==> config.mk <==
export PLATFORM = sky130hd
export DESIGN_NAME = prd_dma_radio
export DESIGN_NICKNAME = d
export VERILOG_FILES = /design/src/hdl/prd_pkg.sv /design/src/hdl/prd_dma_radio.sv
export SDC_FILE = /design/constraint.sdc
export NUM_CORES = 1
export LEC_CHECK = 0
export BUFFER_PORTS_ARGS = -buffer_cell sky130_fd_sc_hd__buf_4
export CORE_MARGIN = 2
export CORE_UTILIZATION = 35
export CTS_CLUSTER_DIAMETER = 50
export DETAILED_ROUTE_END_ITERATION = 10
export PLACE_DENSITY = 0.6
export SYNTH_ARGS = -nofsm -noshare
export SYNTH_HDL_FRONTEND = slang
export SYNTH_SLANG_ARGS = --single-unit
==> constraint.sdc <==
create_clock -name clk_sys_i -period 5.35 [get_ports clk_sys_i]
set_clock_uncertainty 0.05 [all_clocks]
set_input_delay 0.535 -clock clk_sys_i [delete_from_list [all_inputs] [get_ports clk_sys_i]]
set_output_delay 0.535 -clock clk_sys_i [all_outputs]
set_load 0.005 [all_outputs]
==> src/hdl/prd_pkg.sv <==
// Constants, register map and types for the packet DMA and radio interface.
// Assumes a 16-bit word memory and a 6-bit word-addressed register port.
package prd_pkg;
  localparam int unsigned DATA_W = 16;
  localparam int unsigned ADDR_W = 6;
  localparam int unsigned NUM_CH = 2;
  // Channel roles: channel 0 takes data from the radio, channel 1 feeds it.
  localparam logic CH_RX = 1'b0;
  localparam logic CH_TX = 1'b1;
  // Register offsets (word index on the register port).
  localparam logic [ADDR_W-1:0] OFS_CH0_BASE = 6'h00;
  localparam logic [ADDR_W-1:0] OFS_CH1_BASE = 6'h04;
  localparam logic [ADDR_W-1:0] OFS_INT_STATUS = 6'h08;
  localparam logic [ADDR_W-1:0] OFS_RADIO_CFG = 6'h09;
  // Register fields inside a channel block, selected by address bits 1:0.
  localparam logic [1:0] FLD_ADDR = 2'h0;
  localparam logic [1:0] FLD_COUNT = 2'h1;
  localparam logic [1:0] FLD_DATA = 2'h2;
  localparam logic [1:0] FLD_CTRL = 2'h3;
  // Status/control bit positions.
  localparam int unsigned CTRL_ENABLE_BIT = 0;
  localparam int unsigned CTRL_OVERRUN_BIT = 1;
  localparam int unsigned CTRL_CRC_ERR_BIT = 2;
  localparam int unsigned CTRL_ACTIVE_BIT = 3;
  localparam int unsigned CTRL_DIR_BIT = 4;
  // Radio configuration fields.
  localparam int unsigned CFG_POWER_LSB = 0;
  localparam int unsigned CFG_POWER_W = 4;
  localparam int unsigned CFG_FREQ_LSB = 4;
  localparam int unsigned CFG_FREQ_W = 8;
  localparam int unsigned CFG_RATE_LSB = 12;
  localparam int unsigned CFG_RATE_W = 4;
  // Error check: residue over the whole packet including its check word.
  localparam logic [DATA_W-1:0] CRC_POLY = 16'h1021;
  localparam logic [DATA_W-1:0] CRC_INIT = 16'hffff;
  localparam logic [DATA_W-1:0] CRC_GOOD = 16'h0000;
  // Bits per word, expressed as the last index of the bit counter.
  localparam logic [3:0] BIT_LAST = 4'hf;
  // Reset values.
  localparam logic [DATA_W-1:0] RST_WORD = 16'h0000;
  localparam logic [3:0] RST_BITS = 4'h0;
  typedef enum logic {ARB_IDLE, ARB_BUSY} prd_arb_state_t;
endpackage

==> src/hdl/prd_dma_radio.sv <==
// Packet DMA channels, memory cycle arbiter and serial radio interface.
// Assumes a processor memory request level, a memory that ends each DMA
// cycle with a one-cycle done pulse, and radio pins asynchronous to clk_sys_i.
//
// Function
// - Processor memory request always wins arbitration
// - DMA cycles only when processor idle
// - Channel bids accepted at any time
// - Competing channels served round robin
// - Unserviced word at next word is overrun
// - Channels share address, count, data, control
// - Receive count loaded from packet length word
// - Sync interrupts, then writes each received word
// - Receive count zero: interrupt, drop enable
// - Transmit loaded by processor, then reads memory
// - Transmit count zero interrupts the processor
// - Receive data accepted only while enabled
// - Shift data and check while sync high
// - Every 16 bits latch word, request write
// - Check verdict kept in readable error bit
// - Dropping receive enable aborts, allows reinit
// - Radio settings taken at transmit enable rise
// - Each transmit clock requests the next bit
// - Whole packet streamed from memory words
// - Transmit enable drops at packet end
// - Interrupt status has one bit per channel
`timescale 1ns/1ps
`default_nettype none
module prd_dma_radio
  import prd_pkg::*;
(
  // Clock and reset.
  input wire logic clk_sys_i,
  input wire logic reset_n_i,
  // Register port.
  input wire logic [ADDR_W-1:0] reg_addr_i,
  input wire logic [DATA_W-1:0] reg_wdata_i,
  input wire logic reg_wr_i,
  input wire logic reg_rd_i,
  output logic [DATA_W-1:0] reg_rdata_o,
  output logic irq_o,
  // Processor memory request.
  input wire logic cpu_mem_req_i,
  output logic cpu_grant_o,
  // Memory port for DMA cycles.
  output logic mem_req_o,
  output logic mem_we_o,
  output logic [DATA_W-1:0] mem_addr_o,
  output logic [DATA_W-1:0] mem_wdata_o,
  input wire logic [DATA_W-1:0] mem_rdata_i,
  input wire logic mem_done_i,
  // Radio receive side.
  input wire logic rx_data_i,
  input wire logic rx_clk_i,
  input wire logic rx_sync_i,
  output logic rx_enable_o,
  // Radio transmit side.
  input wire logic tx_clk_i,
  output logic tx_data_o,
  output logic transmit_enable_line_o,
  output logic [CFG_POWER_W-1:0] radio_power_o,
  output logic [CFG_FREQ_W-1:0] radio_freq_o,
  output logic [CFG_RATE_W-1:0] radio_rate_o
);

  function automatic logic reg_hit(input logic [ADDR_W-1:0] a, input logic ch,
                                   input logic [1:0] fld);
    reg_hit = (a[ADDR_W-1:3] == OFS_CH0_BASE[ADDR_W-1:3]) && (a[2] == ch) &&
              (a[1:0] == fld);
  endfunction

  function automatic logic [DATA_W-1:0] crc_step(input logic [DATA_W-1:0] c,
                                                 input logic b);
    crc_step = {c[DATA_W-2:0], 1'b0} ^ ((c[DATA_W-1] ^ b) ? CRC_POLY : RST_WORD);
  endfunction

  // Pin synchronisers: three stages, a level counts once stages two and three agree.
  logic [3:0] pin_raw;
  logic [3:0] s1_q;
  logic [3:0] s2_q;
  logic [3:0] s3_q;
  logic [3:0] lvl_q;
  logic [3:0] rise;
  assign pin_raw = {tx_clk_i, rx_sync_i, rx_clk_i, rx_data_i};

  genvar gi;
  generate
    for (gi = 0; gi < 4; gi++) begin : g_sync
      always_ff @(posedge clk_sys_i or negedge reset_n_i) begin
        if (!reset_n_i) begin
          s1_q[gi] <= 1'b0;
          s2_q[gi] <= 1'b0;
          s3_q[gi] <= 1'b0;
          lvl_q[gi] <= 1'b0;
        end else begin
          s1_q[gi] <= pin_raw[gi];
          s2_q[gi] <= s1_q[gi];
          s3_q[gi] <= s2_q[gi];
          if (s2_q[gi] == s3_q[gi]) begin
            lvl_q[gi] <= s3_q[gi];
          end
        end
      end
      assign rise[gi] = (s2_q[gi] == s3_q[gi]) && s3_q[gi] && !lvl_q[gi];
    end
  endgenerate

  logic rx_bit;
  logic rx_clk_rise;
  logic rx_sync_lvl;
  logic rx_sync_rise;
  logic tx_clk_rise;
  assign rx_bit = lvl_q[0];
  assign rx_clk_rise = rise[1];
  assign rx_sync_lvl = lvl_q[2];
  assign rx_sync_rise = rise[2];
  assign tx_clk_rise = rise[3];

  // Channel registers, identical for both roles.
  logic [DATA_W-1:0] addr_q [NUM_CH];
  logic [DATA_W-1:0] count_q [NUM_CH];
  logic [DATA_W-1:0] data_q [NUM_CH];
  logic [NUM_CH-1:0] en_q;
  logic [NUM_CH-1:0] ovr_q;
  logic [NUM_CH-1:0] ctrl_wr;
  logic [NUM_CH-1:0] dma_done;
  logic [NUM_CH-1:0] ev_done;
  logic [NUM_CH-1:0] ev_ovr;
  logic [NUM_CH-1:0] ev_start;
  logic [NUM_CH-1:0] bid;

  // Arbiter state.
  prd_arb_state_t arb_q;
  logic gnt_q;
  logic rr_last_q;
  logic pick;

  // Receive state.
  logic [DATA_W-1:0] rx_sh_q;
  logic [DATA_W-1:0] crc_q;
  logic [3:0] rx_bits_q;
  logic rx_pend_q;
  logic rx_len_q;
  logic rx_active_q;
  logic crc_err_q;
  logic rx_go;
  logic rx_word;
  logic rx_reinit;
  logic [DATA_W-1:0] rx_word_val;

  // Transmit state.
  logic [DATA_W-1:0] tx_sh_q;
  logic [3:0] tx_bits_q;
  logic tx_full_q;
  logic tx_data_q;
  logic tx_en_prev_q;
  logic tx_idle;
  logic tx_take;
  logic [DATA_W-1:0] cfg_q;
  logic [NUM_CH-1:0] int_q;
  logic [DATA_W-1:0] rdata_q;

  generate
    for (gi = 0; gi < NUM_CH; gi++) begin : g_ch
      assign ctrl_wr[gi] = reg_wr_i && reg_hit(reg_addr_i, gi[0], FLD_CTRL);
      assign dma_done[gi] = (arb_q == ARB_BUSY) && mem_done_i && (gnt_q == gi[0]);

      // Address register: loaded by software, stepped after each DMA cycle.
      always_ff @(posedge clk_sys_i or negedge reset_n_i) begin
        if (!reset_n_i) begin
          addr_q[gi] <= RST_WORD;
        end else if (reg_wr_i && reg_hit(reg_addr_i, gi[0], FLD_ADDR)) begin
          addr_q[gi] <= reg_wdata_i;
        end else if (dma_done[gi]) begin
          addr_q[gi] <= addr_q[gi] + 16'h0001;
        end
      end

      // Overrun flag: set wins over the re-initialising control write.
      always_ff @(posedge clk_sys_i or negedge reset_n_i) begin
        if (!reset_n_i) begin
          ovr_q[gi] <= 1'b0;
        end else if (ev_ovr[gi]) begin
          ovr_q[gi] <= 1'b1;
        end else if (ctrl_wr[gi]) begin
          ovr_q[gi] <= 1'b0;
        end
      end

      // Interrupt status: one sticky bit per channel, cleared by writing one.
      always_ff @(posedge clk_sys_i or negedge reset_n_i) begin
        if (!reset_n_i) begin
          int_q[gi] <= 1'b0;
        end else if (ev_start[gi] || ev_done[gi]) begin
          int_q[gi] <= 1'b1;
        end else if (reg_wr_i && reg_addr_i == OFS_INT_STATUS && reg_wdata_i[gi]) begin
          int_q[gi] <= 1'b0;
        end
      end
    end
  endgenerate

  // Memory arbiter.
  assign bid[CH_RX] = rx_pend_q && en_q[CH_RX];
  assign bid[CH_TX] = en_q[CH_TX] && !tx_full_q && (count_q[CH_TX] != RST_WORD);
  assign pick = (bid[CH_RX] && bid[CH_TX]) ? !rr_last_q : bid[CH_TX];
  assign cpu_grant_o = cpu_mem_req_i && (arb_q == ARB_IDLE);

  always_ff @(posedge clk_sys_i or negedge reset_n_i) begin
    if (!reset_n_i) begin
      arb_q <= ARB_IDLE;
      gnt_q <= CH_RX;
      rr_last_q <= CH_TX;
      mem_addr_o <= RST_WORD;
      mem_we_o <= 1'b0;
    end else begin
      case (arb_q)
        ARB_IDLE: begin
          if (!cpu_mem_req_i && (bid != '0)) begin
            arb_q <= ARB_BUSY;
            gnt_q <= pick;
            mem_addr_o <= addr_q[pick];
            mem_we_o <= (pick == CH_RX);
          end
        end
        ARB_BUSY: begin
          if (mem_done_i) begin
            arb_q <= ARB_IDLE;
            rr_last_q <= gnt_q;
          end
        end
        default: arb_q <= ARB_IDLE;
      endcase
    end
  end
  assign mem_req_o = (arb_q == ARB_BUSY);
  assign mem_wdata_o = data_q[CH_RX];

  // Receive path.
  assign rx_reinit = ctrl_wr[CH_RX];
  assign rx_go = en_q[CH_RX] && rx_sync_lvl && rx_clk_rise;
  assign rx_word = rx_go && (rx_bits_q == BIT_LAST);
  assign rx_word_val = {rx_sh_q[DATA_W-2:0], rx_bit};
  assign ev_start[CH_RX] = en_q[CH_RX] && rx_sync_rise;
  assign ev_ovr[CH_RX] = rx_word && rx_pend_q && !dma_done[CH_RX];
  assign ev_done[CH_RX] = dma_done[CH_RX] &&
                          (rx_len_q ? (count_q[CH_RX] == 16'h0001)
                                    : (data_q[CH_RX] == RST_WORD));

  always_ff @(posedge clk_sys_i or negedge reset_n_i) begin
    if (!reset_n_i) begin
      rx_sh_q <= RST_WORD;
      rx_bits_q <= RST_BITS;
      crc_q <= CRC_INIT;
    end else if (rx_reinit || ev_start[CH_RX]) begin
      rx_bits_q <= RST_BITS;
      crc_q <= CRC_INIT;
    end else if (rx_go) begin
      rx_sh_q <= rx_word_val;
      crc_q <= crc_step(crc_q, rx_bit);
      rx_bits_q <= rx_bits_q + 4'h1;
    end
  end

  // Word latch and write request; a new word wins over the clearing done.
  always_ff @(posedge clk_sys_i or negedge reset_n_i) begin
    if (!reset_n_i) begin
      data_q[CH_RX] <= RST_WORD;
      rx_pend_q <= 1'b0;
    end else if (rx_reinit) begin
      rx_pend_q <= 1'b0;
    end else if (rx_word) begin
      data_q[CH_RX] <= rx_word_val;
      rx_pend_q <= 1'b1;
    end else if (dma_done[CH_RX]) begin
      rx_pend_q <= 1'b0;
    end
  end

  // Receive word counter: the first word carries the length of the rest.
  always_ff @(posedge clk_sys_i or negedge reset_n_i) begin
    if (!reset_n_i) begin
      count_q[CH_RX] <= RST_WORD;
      rx_len_q <= 1'b0;
    end else if (rx_reinit || ev_start[CH_RX]) begin
      rx_len_q <= 1'b0;
      if (reg_wr_i && reg_hit(reg_addr_i, CH_RX, FLD_COUNT)) begin
        count_q[CH_RX] <= reg_wdata_i;
      end
    end else if (reg_wr_i && reg_hit(reg_addr_i, CH_RX, FLD_COUNT)) begin
      count_q[CH_RX] <= reg_wdata_i;
    end else if (dma_done[CH_RX]) begin
      if (!rx_len_q) begin
        rx_len_q <= 1'b1;
        count_q[CH_RX] <= data_q[CH_RX];
      end else begin
        count_q[CH_RX] <= count_q[CH_RX] - 16'h0001;
      end
    end
  end

  always_ff @(posedge clk_sys_i or negedge reset_n_i) begin
    if (!reset_n_i) begin
      rx_active_q <= 1'b0;
      crc_err_q <= 1'b0;
    end else if (ev_done[CH_RX]) begin
      rx_active_q <= 1'b0;
      crc_err_q <= (crc_q != CRC_GOOD);
    end else if (rx_reinit || ev_start[CH_RX]) begin
      rx_active_q <= ev_start[CH_RX];
      crc_err_q <= 1'b0;
    end
  end

  // Channel enables; software writes re-initialise, hardware ends packets.
  always_ff @(posedge clk_sys_i or negedge reset_n_i) begin
    if (!reset_n_i) begin
      en_q <= '0;
    end else begin
      if (ctrl_wr[CH_RX]) begin
        en_q[CH_RX] <= reg_wdata_i[CTRL_ENABLE_BIT];
      end else if (ev_done[CH_RX]) begin
        en_q[CH_RX] <= 1'b0;
      end
      if (ctrl_wr[CH_TX]) begin
        en_q[CH_TX] <= reg_wdata_i[CTRL_ENABLE_BIT];
      end else if (tx_idle) begin
        en_q[CH_TX] <= 1'b0;
      end
    end
  end
  assign rx_enable_o = en_q[CH_RX];

  // Transmit path.
  assign ev_start[CH_TX] = 1'b0;
  assign ev_done[CH_TX] = dma_done[CH_TX] && (count_q[CH_TX] == 16'h0001);
  assign tx_take = en_q[CH_TX] && tx_clk_rise && (tx_bits_q == RST_BITS);
  assign ev_ovr[CH_TX] = tx_take && !tx_full_q && (count_q[CH_TX] != RST_WORD);
  assign tx_idle = en_q[CH_TX] && tx_en_prev_q && (count_q[CH_TX] == RST_WORD) &&
                   !tx_full_q && (tx_bits_q == RST_BITS);

  always_ff @(posedge clk_sys_i or negedge reset_n_i) begin
    if (!reset_n_i) begin
      count_q[CH_TX] <= RST_WORD;
    end else if (reg_wr_i && reg_hit(reg_addr_i, CH_TX, FLD_COUNT)) begin
      count_q[CH_TX] <= reg_wdata_i;
    end else if (dma_done[CH_TX]) begin
      count_q[CH_TX] <= count_q[CH_TX] - 16'h0001;
    end
  end

  always_ff @(posedge clk_sys_i or negedge reset_n_i) begin
    if (!reset_n_i) begin
      data_q[CH_TX] <= RST_WORD;
      tx_full_q <= 1'b0;
    end else if (ctrl_wr[CH_TX]) begin
      tx_full_q <= 1'b0;
    end else if (dma_done[CH_TX]) begin
      data_q[CH_TX] <= mem_rdata_i;
      tx_full_q <= 1'b1;
    end else if (tx_take) begin
      tx_full_q <= 1'b0;
    end
  end

  always_ff @(posedge clk_sys_i or negedge reset_n_i) begin
    if (!reset_n_i) begin
      tx_sh_q <= RST_WORD;
      tx_bits_q <= RST_BITS;
      tx_data_q <= 1'b0;
    end else if (ctrl_wr[CH_TX]) begin
      tx_bits_q <= RST_BITS;
      tx_data_q <= 1'b0;
    end else if (tx_take) begin
      if (tx_full_q) begin
        tx_data_q <= data_q[CH_TX][DATA_W-1];
        tx_sh_q <= {data_q[CH_TX][DATA_W-2:0], 1'b0};
        tx_bits_q <= 4'h1;
      end else begin
        tx_data_q <= 1'b0;
      end
    end else if (en_q[CH_TX] && tx_clk_rise) begin
      tx_data_q <= tx_sh_q[DATA_W-1];
      tx_sh_q <= {tx_sh_q[DATA_W-2:0], 1'b0};
      tx_bits_q <= tx_bits_q + 4'h1;
    end
  end
  assign tx_data_o = tx_data_q;
  assign transmit_enable_line_o = en_q[CH_TX];

  // Radio settings reach the radio on the rising edge of transmit enable.
  always_ff @(posedge clk_sys_i or negedge reset_n_i) begin
    if (!reset_n_i) begin
      tx_en_prev_q <= 1'b0;
      radio_power_o <= '0;
      radio_freq_o <= '0;
      radio_rate_o <= '0;
    end else begin
      tx_en_prev_q <= en_q[CH_TX];
      if (en_q[CH_TX] && !tx_en_prev_q) begin
        radio_power_o <= cfg_q[CFG_POWER_LSB +: CFG_POWER_W];
        radio_freq_o <= cfg_q[CFG_FREQ_LSB +: CFG_FREQ_W];
        radio_rate_o <= cfg_q[CFG_RATE_LSB +: CFG_RATE_W];
      end
    end
  end

  always_ff @(posedge clk_sys_i or negedge reset_n_i) begin
    if (!reset_n_i) begin
      cfg_q <= RST_WORD;
    end else if (reg_wr_i && reg_addr_i == OFS_RADIO_CFG) begin
      cfg_q <= reg_wdata_i;
    end
  end

  // Register read port: data stand in the cycle after the strobe only.
  function automatic logic [DATA_W-1:0] ctrl_view(input logic ch);
    logic [DATA_W-1:0] v;
    v = RST_WORD;
    v[CTRL_ENABLE_BIT] = en_q[ch];
    v[CTRL_OVERRUN_BIT] = ovr_q[ch];
    v[CTRL_CRC_ERR_BIT] = (ch == CH_RX) && crc_err_q;
    v[CTRL_ACTIVE_BIT] = (ch == CH_RX) ? rx_active_q : en_q[CH_TX];
    v[CTRL_DIR_BIT] = ch;
    ctrl_view = v;
  endfunction

  always_ff @(posedge clk_sys_i or negedge reset_n_i) begin
    if (!reset_n_i) begin
      rdata_q <= RST_WORD;
    end else if (!reg_rd_i) begin
      rdata_q <= RST_WORD;
    end else if (reg_addr_i == OFS_INT_STATUS) begin
      rdata_q <= {{(DATA_W-NUM_CH){1'b0}}, int_q};
    end else if (reg_addr_i == OFS_RADIO_CFG) begin
      rdata_q <= cfg_q;
    end else if (reg_addr_i[ADDR_W-1:3] != OFS_CH0_BASE[ADDR_W-1:3]) begin
      rdata_q <= RST_WORD;
    end else begin
      case (reg_addr_i[1:0])
        FLD_ADDR: rdata_q <= addr_q[reg_addr_i[2]];
        FLD_COUNT: rdata_q <= count_q[reg_addr_i[2]];
        FLD_DATA: rdata_q <= data_q[reg_addr_i[2]];
        FLD_CTRL: rdata_q <= ctrl_view(reg_addr_i[2]);
        default: rdata_q <= RST_WORD;
      endcase
    end
  end
  assign reg_rdata_o = rdata_q;
  assign irq_o = |int_q;

endmodule
`default_nettype wire

==> results_dict.tcl, run 1 <==
set metrics [dict create \
    outcome "finished, final reports clean" \
    synth_area_leader_cell "dfrtp_1" \
    timing.final.crit_share_pct 56.4 \
    relSlewSlack_pct 25.9 \
    synth_edf_count 0 \
    ant_nets 0 \
    initial_core_util_pct 35.6 \
    place_congestion 0.930 \
    slew_violations 0 \
    final_area_um2 14800 \
    drive_gt1_share_pct 27.6 \
    ys_types 71 \
    setup_ws_ns 2.33 \
    die_area_um2 36600 \
    via_per_inst 5.37 \
    hp-class "in2async" \
    holdWs_ns 0.0296 \
    cts.reportedPaths.clkPinSlew_ns 0.06 \
    antenna_found_initial 1 \
    drt_first_iter_violations 782 \
    cp_data_required_time_ns 5.68 \
    worst_pin_slew_ns 1.11 \
    drt-met1-wl_um 15800 \
    dp_slack_ns 2.21 \
    drc 0 \
    ff2ff_path_depth 5 \
    critical_path_class "reg2reg" \
    grt.overflow.total 0 \
    power.total_mw 7.20 \
    floorplan.rows 68 \
    worstPathMaxFanout 18 \
    synth_common_cells "dfrtp_1 (230), nand2_1 (124), nor2_1 (116)" \
    yosys_warnings 0 \
    cts-buffers-inserted 37 \
    cts_setup_buffers 0 \
    grt_max_degree 137 \
    tns_ns 0 \
    die_y_um 191 \
    power_density_nw_per_um2 488 \
    root_buffer "clkbuf_16" \
    synthFlopType "dfrtp_1" \
    grt_pass1_vias 8925 \
    area_delta_synth_final_pct 20.0 \
    port_buffers 118 \
    synth_top_area_share_pct 46.8 \
    grt.total_usage_pct 19.2 \
    timing.fmax_mhz 331 \
    start_kind "register" \
    syn_area_um2 12300 \
    synth.avg_cell_area_um2 10.6 \
    p_leak_nw 6.55 \
    setup_violations 0 \
    crit_arrival_ns 3.34 \
    route.vias.total 9261 \
    fill_cells 3315 \
    period_needed_ns 3.02 \
    route.met2.wl_um 15800 \
    grt_pass1_wl_um 53600 \
    coreArea_um2 34500 \
    cts_resized 0 \
    dp_hpwl_um 24900 \
    cts_tree "built" \
    h-tree-depth 2 \
    cts.path.max_buffers 3 \
    async_flop_share_pct 100 \
    drt_wl_total_um 34800 \
    syn_nets 1217 \
    clock_sinks 247 \
    synthCells 1156 \
    yosysSeqAreaShare_pct 50.5 \
    firstDrtPassIters 5 \
    wl_per_cell_um 20.2 \
    yosysMostFrequentCell "dfrtp_1" \
    antenna_cells 0 \
    ys_top_cells_by_area "dfrtp_1 (47%), mux2_2 (9.2%), nand2_1 (3.8%)" \
    clock_latency_ns 0.51 \
    ir_worst_vdd_mv 0.208 \
    placed_cell_area_um2 13500 \
    met3WireLength_um 2180 \
    layout.nets 1303 \
    postCtsHoldBufs 0 \
    dr.max_layer_used "met5" \
    hold_viol 0 \
    rsz0062_at_grt "no" \
    drv_cap 0 \
    die_x_um 191 \
    io_pins 119 \
    endpoint_kind "register" \
    ys_seq_elements 247 \
]
-- worst paths after layout --
| check | slack [ns] | endpoint | start |
|---|---|---|---|
| hold reg to reg | 0.29 | s2_q[0] | s1_q[0] |
| setup reg to reg | 2.33 | mem_addr_o[6] | count_q[2] |
| setup / recovery | 2.33 | mem_addr_o[6] | count_q[2] |
| max in group asynchronous | 3.96 | count_q[19] | reset_n_i |
| min in group clk_sys_i | 0.07 | s1_q[1] | rx_clk_i |
| hold / removal | 0.03 | data_q[1] | reset_n_i |
-- placed cells by master, fill, tap and decap left out, types with 5 or more instances in the layout --
cell and n:
mux4_2 14, clkinvlp_4 5, nor4_1 18, a31oi_1 23, inv_1 30, or3_1 5
inv_6 6, dfstp_2 17, nor3_1 12, ha_1 13, mux2i_1 18, dfrtp_1 230
nor2b_1 6, nand3b_1 5, mux2_4 8, nand2b_1 7, xor2_1 26, or4_1 7
clkbuf_16 39, o22ai_1 13, nand2_1 124, a21oi_1 66, mux2_1 9, a22oi_1 12
mux2_2 100, nor2_1 116, nand4_1 13, and3_1 7, nand3_1 36, o21ai_0 31
xnor2_1 32, buf_4 128
-- sequential cells by signal, indices dropped and copies added, names as in the netlist, 2 cells and up --
register	cells
mem_addr_o	16
cfg_q	16
crc_q	16
addr_q	32
rx_sh_q	15
radio_freq_o	8
s2_q	4
lvl_q	2
count_q	32
tx_bits_q	4
data_q	16
s3_q	4
reg_rdata_o	16
ovr_q	2
tx_sh_q	15
mem_wdata_o	16
en_q	2
int_q	2
radio_rate_o	4
radio_power_o	4
rx_bits_q	4
s1_q	4
-- per-stage QoR --
step | instances | utilization (%)
after floorplan | 1156 | -
after global placement | 1658 | 39.0
after detailed placement | 1658 | 39.0
after CTS | 1725 | 42.7
after global routing | 1725 | 42.7
final | 1725 | 42.7
-- power by group --
group | internal [mW] | leakage [nW] | switching [mW]
clock network | 1.56 | 0.620 | 0.936
registers | 2.42 | 3.09 | 0.628
logic | 0.908 | 2.84 | 0.755
total | 4.88 | 6.55 | 2.32
-- critical path, cell delays in order (launching register included) --
cell     delay, ns
dfrtp_1       0.44
or3_1         0.43
or3b_2        0.66
o21ai_4       0.62
mux2_2        0.42
mux2_2        0.26
-- layer usage --
layer	vias to the layer above	GRT usage (%)
met5	-	0
met4	2	5.68
met3	58	2.94
met2	320	29.7
met1	4612	27.7
li1	4269	-
-- cells by family after synthesis --
| group | share of synthesized area (%) |
|---|---|
| XOR/XNOR | 4.13 |
| multiplexers | 15.0 |
| adder cells (fa/ha/maj) | 1.40 |
| AND/OR/NAND/NOR | 14.7 |
| flip-flops | 50.5 |
| AO/OA/AOI/OAI | 10.0 |
| buffers and inverters | 4.26 |
-- area by class of cell --
cell class                 count  area (um2)  area share, %
sequential                   247        6200           42.0
multi-input combinational    796        5580           37.8
clock buffer                  46        1040           7.07
timing repair buffer         130         996           6.75
tap                          455         569           3.86
clock inverter                21         248           1.68
inverter                      30         113          0.763
Note: power is estimated with default switching activity, not from simulation.
==> inputs of run 2 (changes only) <==
--- a/config.mk
+++ b/config.mk
@@ -5,6 +5,7 @@
 export SDC_FILE = /design/constraint.sdc
 export NUM_CORES = 1
 export LEC_CHECK = 0
+export ABC_AREA = 1
 export BUFFER_PORTS_ARGS = -buffer_cell sky130_fd_sc_hd__buf_4
 export CORE_MARGIN = 2
 export CORE_UTILIZATION = 35
==> constraint.sdc (replaced) <==
create_clock -name clk_sys_i -period 3 [get_ports clk_sys_i]
set_clock_uncertainty 0.05 [all_clocks]
set_input_delay 0.3 -clock clk_sys_i [delete_from_list [all_inputs] [get_ports clk_sys_i]]
set_output_delay 0.3 -clock clk_sys_i [all_outputs]
set_load 0.005 [all_outputs]
==> run 2 against run 1 <==
Compared with the run above: area after synthesis rose by 6.8%; maximum frequency rose by 35%; sequential share of layout area fell by 2.8 points; via count rose by 27%; sequential power rose by 64%; hold slack got worse by 0.022 ns; critical path depth rose by 2; global-route usage rose by 2.5 points; combinational power rose by 81%; total power rose by 74%; critical path type unchanged; clock power rose by 80%; cell count rose by 31%.
==> results_dict.tcl, run 2 <==
set metrics [dict create \
    synth_xor_xnor_area_share_pct 2.14 \
    rsz0062_at_grt "no" \
    dp_hpwl_um 30700 \
    yosysSeqAreaShare_pct 47.3 \
    initial_core_util_pct 35.7 \
    crit_arrival_ns 2.58 \
    drive_gt1_share_pct 15.2 \
    endpoint_kind "register" \
    timing.final.crit_share_pct 74.3 \
    timing.fmax_mhz 448 \
    ff2ff_path_depth 7 \
    synthAdderAreaFrac_pct 1.32 \
    grt_pass1_wl_um 65000 \
    synth_top_area_share_pct 43.9 \
    synth.avg_cell_area_um2 7.96 \
    most-common-layout-cells "nand2_1 (418), dfrtp_1 (230), nor2_1 (185), inv_1 (165), buf_4 (130)" \
    hold_viol 0 \
    die_x_um 198 \
    grt_max_degree 83 \
    hold_path_end "addr_q[27]" \
    tns_ns 0 \
    hold_depth 3 \
    r2r_end "tx_sh_q[15]" \
    power_density_nw_per_um2 792 \
    slew_violations 0 \
    grt.overflow.total 0 \
    cp_data_required_time_ns 3.35 \
    outcome "finished, final reports clean" \
    syn_nets 1710 \
    yosys_warnings 0 \
    port_buffers 118 \
    h-tree-depth 2 \
    top_regs "addr_q (32), count_q (32)" \
    worstPathMaxFanout 20 \
    grt.total_usage_pct 21.8 \
    fill_cells 3693 \
    cts_tree "built" \
    antenna_cells 0 \
    drc 0 \
    setup_violations 0 \
    ys_seq_elements 247 \
    cts-buffers-inserted 36 \
    layout_commonest_cell "nand2_1" \
    start_kind "register" \
    period_needed_ns 2.23 \
    synth_common_cells "nand2_1 (418), dfrtp_1 (230), nor2_1 (185)" \
    critical_path_class "reg2reg" \
    hp-class "in2reg" \
    die_area_um2 39100 \
    worstHoldStart "reg_wdata_i[11]" \
    cts_resized 0 \
    place_congestion 0.944 \
    synth_edf_count 0 \
    coreArea_um2 36800 \
    synthFlopType "dfrtp_1" \
    synth_compound_area_share_pct 13.0 \
    synthCells 1649 \
    relSlewSlack_pct 44.1 \
    ir_worst_vdd_mv 0.422 \
    root_buffer "clkbuf_16" \
    via_per_inst 5.19 \
    die_y_um 198 \
    yosysMostFrequentCell "nand2_1" \
    layout.nets 1828 \
    cts.path.max_buffers 3 \
    ys_types 44 \
    io_pins 119 \
    syn_area_um2 13100 \
    cts.reportedPaths.clkPinSlew_ns 0.06 \
    route.vias.total 11749 \
    synth_simple_gate_area_share_pct 25.9 \
    firstDrtPassIters 6 \
    grt_pass1_vias 11241 \
    holdWs_ns 0.00718 \
    worst_pin_slew_ns 0.836 \
    synth_area_leader_cell "dfrtp_1" \
    wl_per_cell_um 18.7 \
    drv_cap 0 \
    antenna_found_initial 0 \
    timing.rr.start "en_q[1]" \
    p_leak_nw 7.71 \
    clock_latency_ns 0.53 \
    drt_first_iter_violations 1073 \
    area_delta_synth_final_pct 20.5 \
    drt_wl_total_um 42200 \
    yosys-mux-area-fraction_pct 1.62 \
    async_flop_share_pct 100 \
    synth_top_family_by_area "simple AND/OR/NAND/NOR gates" \
    rrSetupSlack_ns 0.77 \
    clock_sinks 247 \
    ys_top_cells_by_area "dfrtp_1 (44%), nand2_1 (12%), nor2_1 (5.3%)" \
    floorplan.rows 70 \
    ant_nets 0 \
]
## run 2: changes by cell type after synthesis, sizes merged, moves of 75 or more
cell   change
inv      +145
nor2      +87
nand2    +300
o21ai     +75
nand3     +83
mux2      -99
## run 2: cell families (layout without fill, tap and decap cells)
logic type / Yosys count / after routing
AO/OA/AOI/OAI: 293 / 293
XOR/XNOR: 32 / 32
adder cells (fa/ha/maj): 14 / 14
buffers and inverters: 256 / 401
flip-flops: 247 / 247
multiplexers: 19 / 19
AND/OR/NAND/NOR: 788 / 788
## run 2: how the worst max path moves through the flow
| stage | start | to | cells after the start |
|---|---|---|---|
| 5_1_grt | en_q[1] | tx_sh_q[15] | 7 |
| 3_5_place_dp | reg_addr_i[5] | cfg_q[7] | 7 |
| 6_report | en_q[1] | tx_sh_q[15] | 7 |
| 3_3_place_gp | reg_addr_i[5] | cfg_q[7] | 7 |
| 4_1_cts | en_q[1] | tx_sh_q[15] | 7 |
| 2_1_floorplan | s2_q[2] | count_q[27] | 9 |
## run 2: power by group
| group | switching (mW) | internal (mW) |
|---|---|---|
| Clock | 1.64 | 2.88 |
| Combinational | 1.81 | 1.20 |
| Sequential | 0.871 | 4.13 |
## run 2: routing by layer
metal	part of all wire [%]	wire length [um]	vias up	global-route usage, %
li1	-	-	5607	-
met1	46	19400	5608	30.9
met2	43	18200	445	32.3
met3	6.8	2860	89	3.89
met4	4.3	1800	0	9.86
met5	0	0	-	0
## run 2: metrics by stage
stage | instances | total power, mW | worst slack, ns | utilization (%) | cell area, um2
floorplan | 1649 | 6.70 | 1.34 | - | 13100
global placement | 2169 | 7.92 | 0.795 | 38.7 | 14200
detailed placement | 2169 | 7.97 | 0.690 | 38.7 | 14200
CTS | 2262 | 12.6 | 0.736 | 43.0 | 15800
global route | 2262 | 13.3 | 0.504 | 43.0 | 15800
finish | 2262 | 12.5 | 0.770 | 43.0 | 15800
## run 2: what timing repair did
| action | in CTS | in global routing |
|---|---|---|
| endpoints found under the setup margin | 0 | 0 |
| hold buffers | 28 | 0 |
| hold endpoints to repair | 84 | 0 |
| buffers inserted | 0 | 0 |
## run 2: worst max-delay path, stage by stage (launching register included)
cell and delay (ns):
dfrtp_1 0.45, inv_1 0.14, nor3_2 0.20, nand2_1 0.36, inv_1 0.58, nand2_1 0.11
o211ai_1 0.11, o21ai_0 0.11
## run 2: layout make-up
cell class	instances	area, um2	share of cell area [%]
multi-input cells	1146	5770	36.5
clock inverters	16	253	1.60
repair buffers	161	1310	8.29
flip-flops and latches	247	6200	39.2
clock buffers	49	1030	6.53
well taps	468	586	3.70
inverters	175	657	4.15
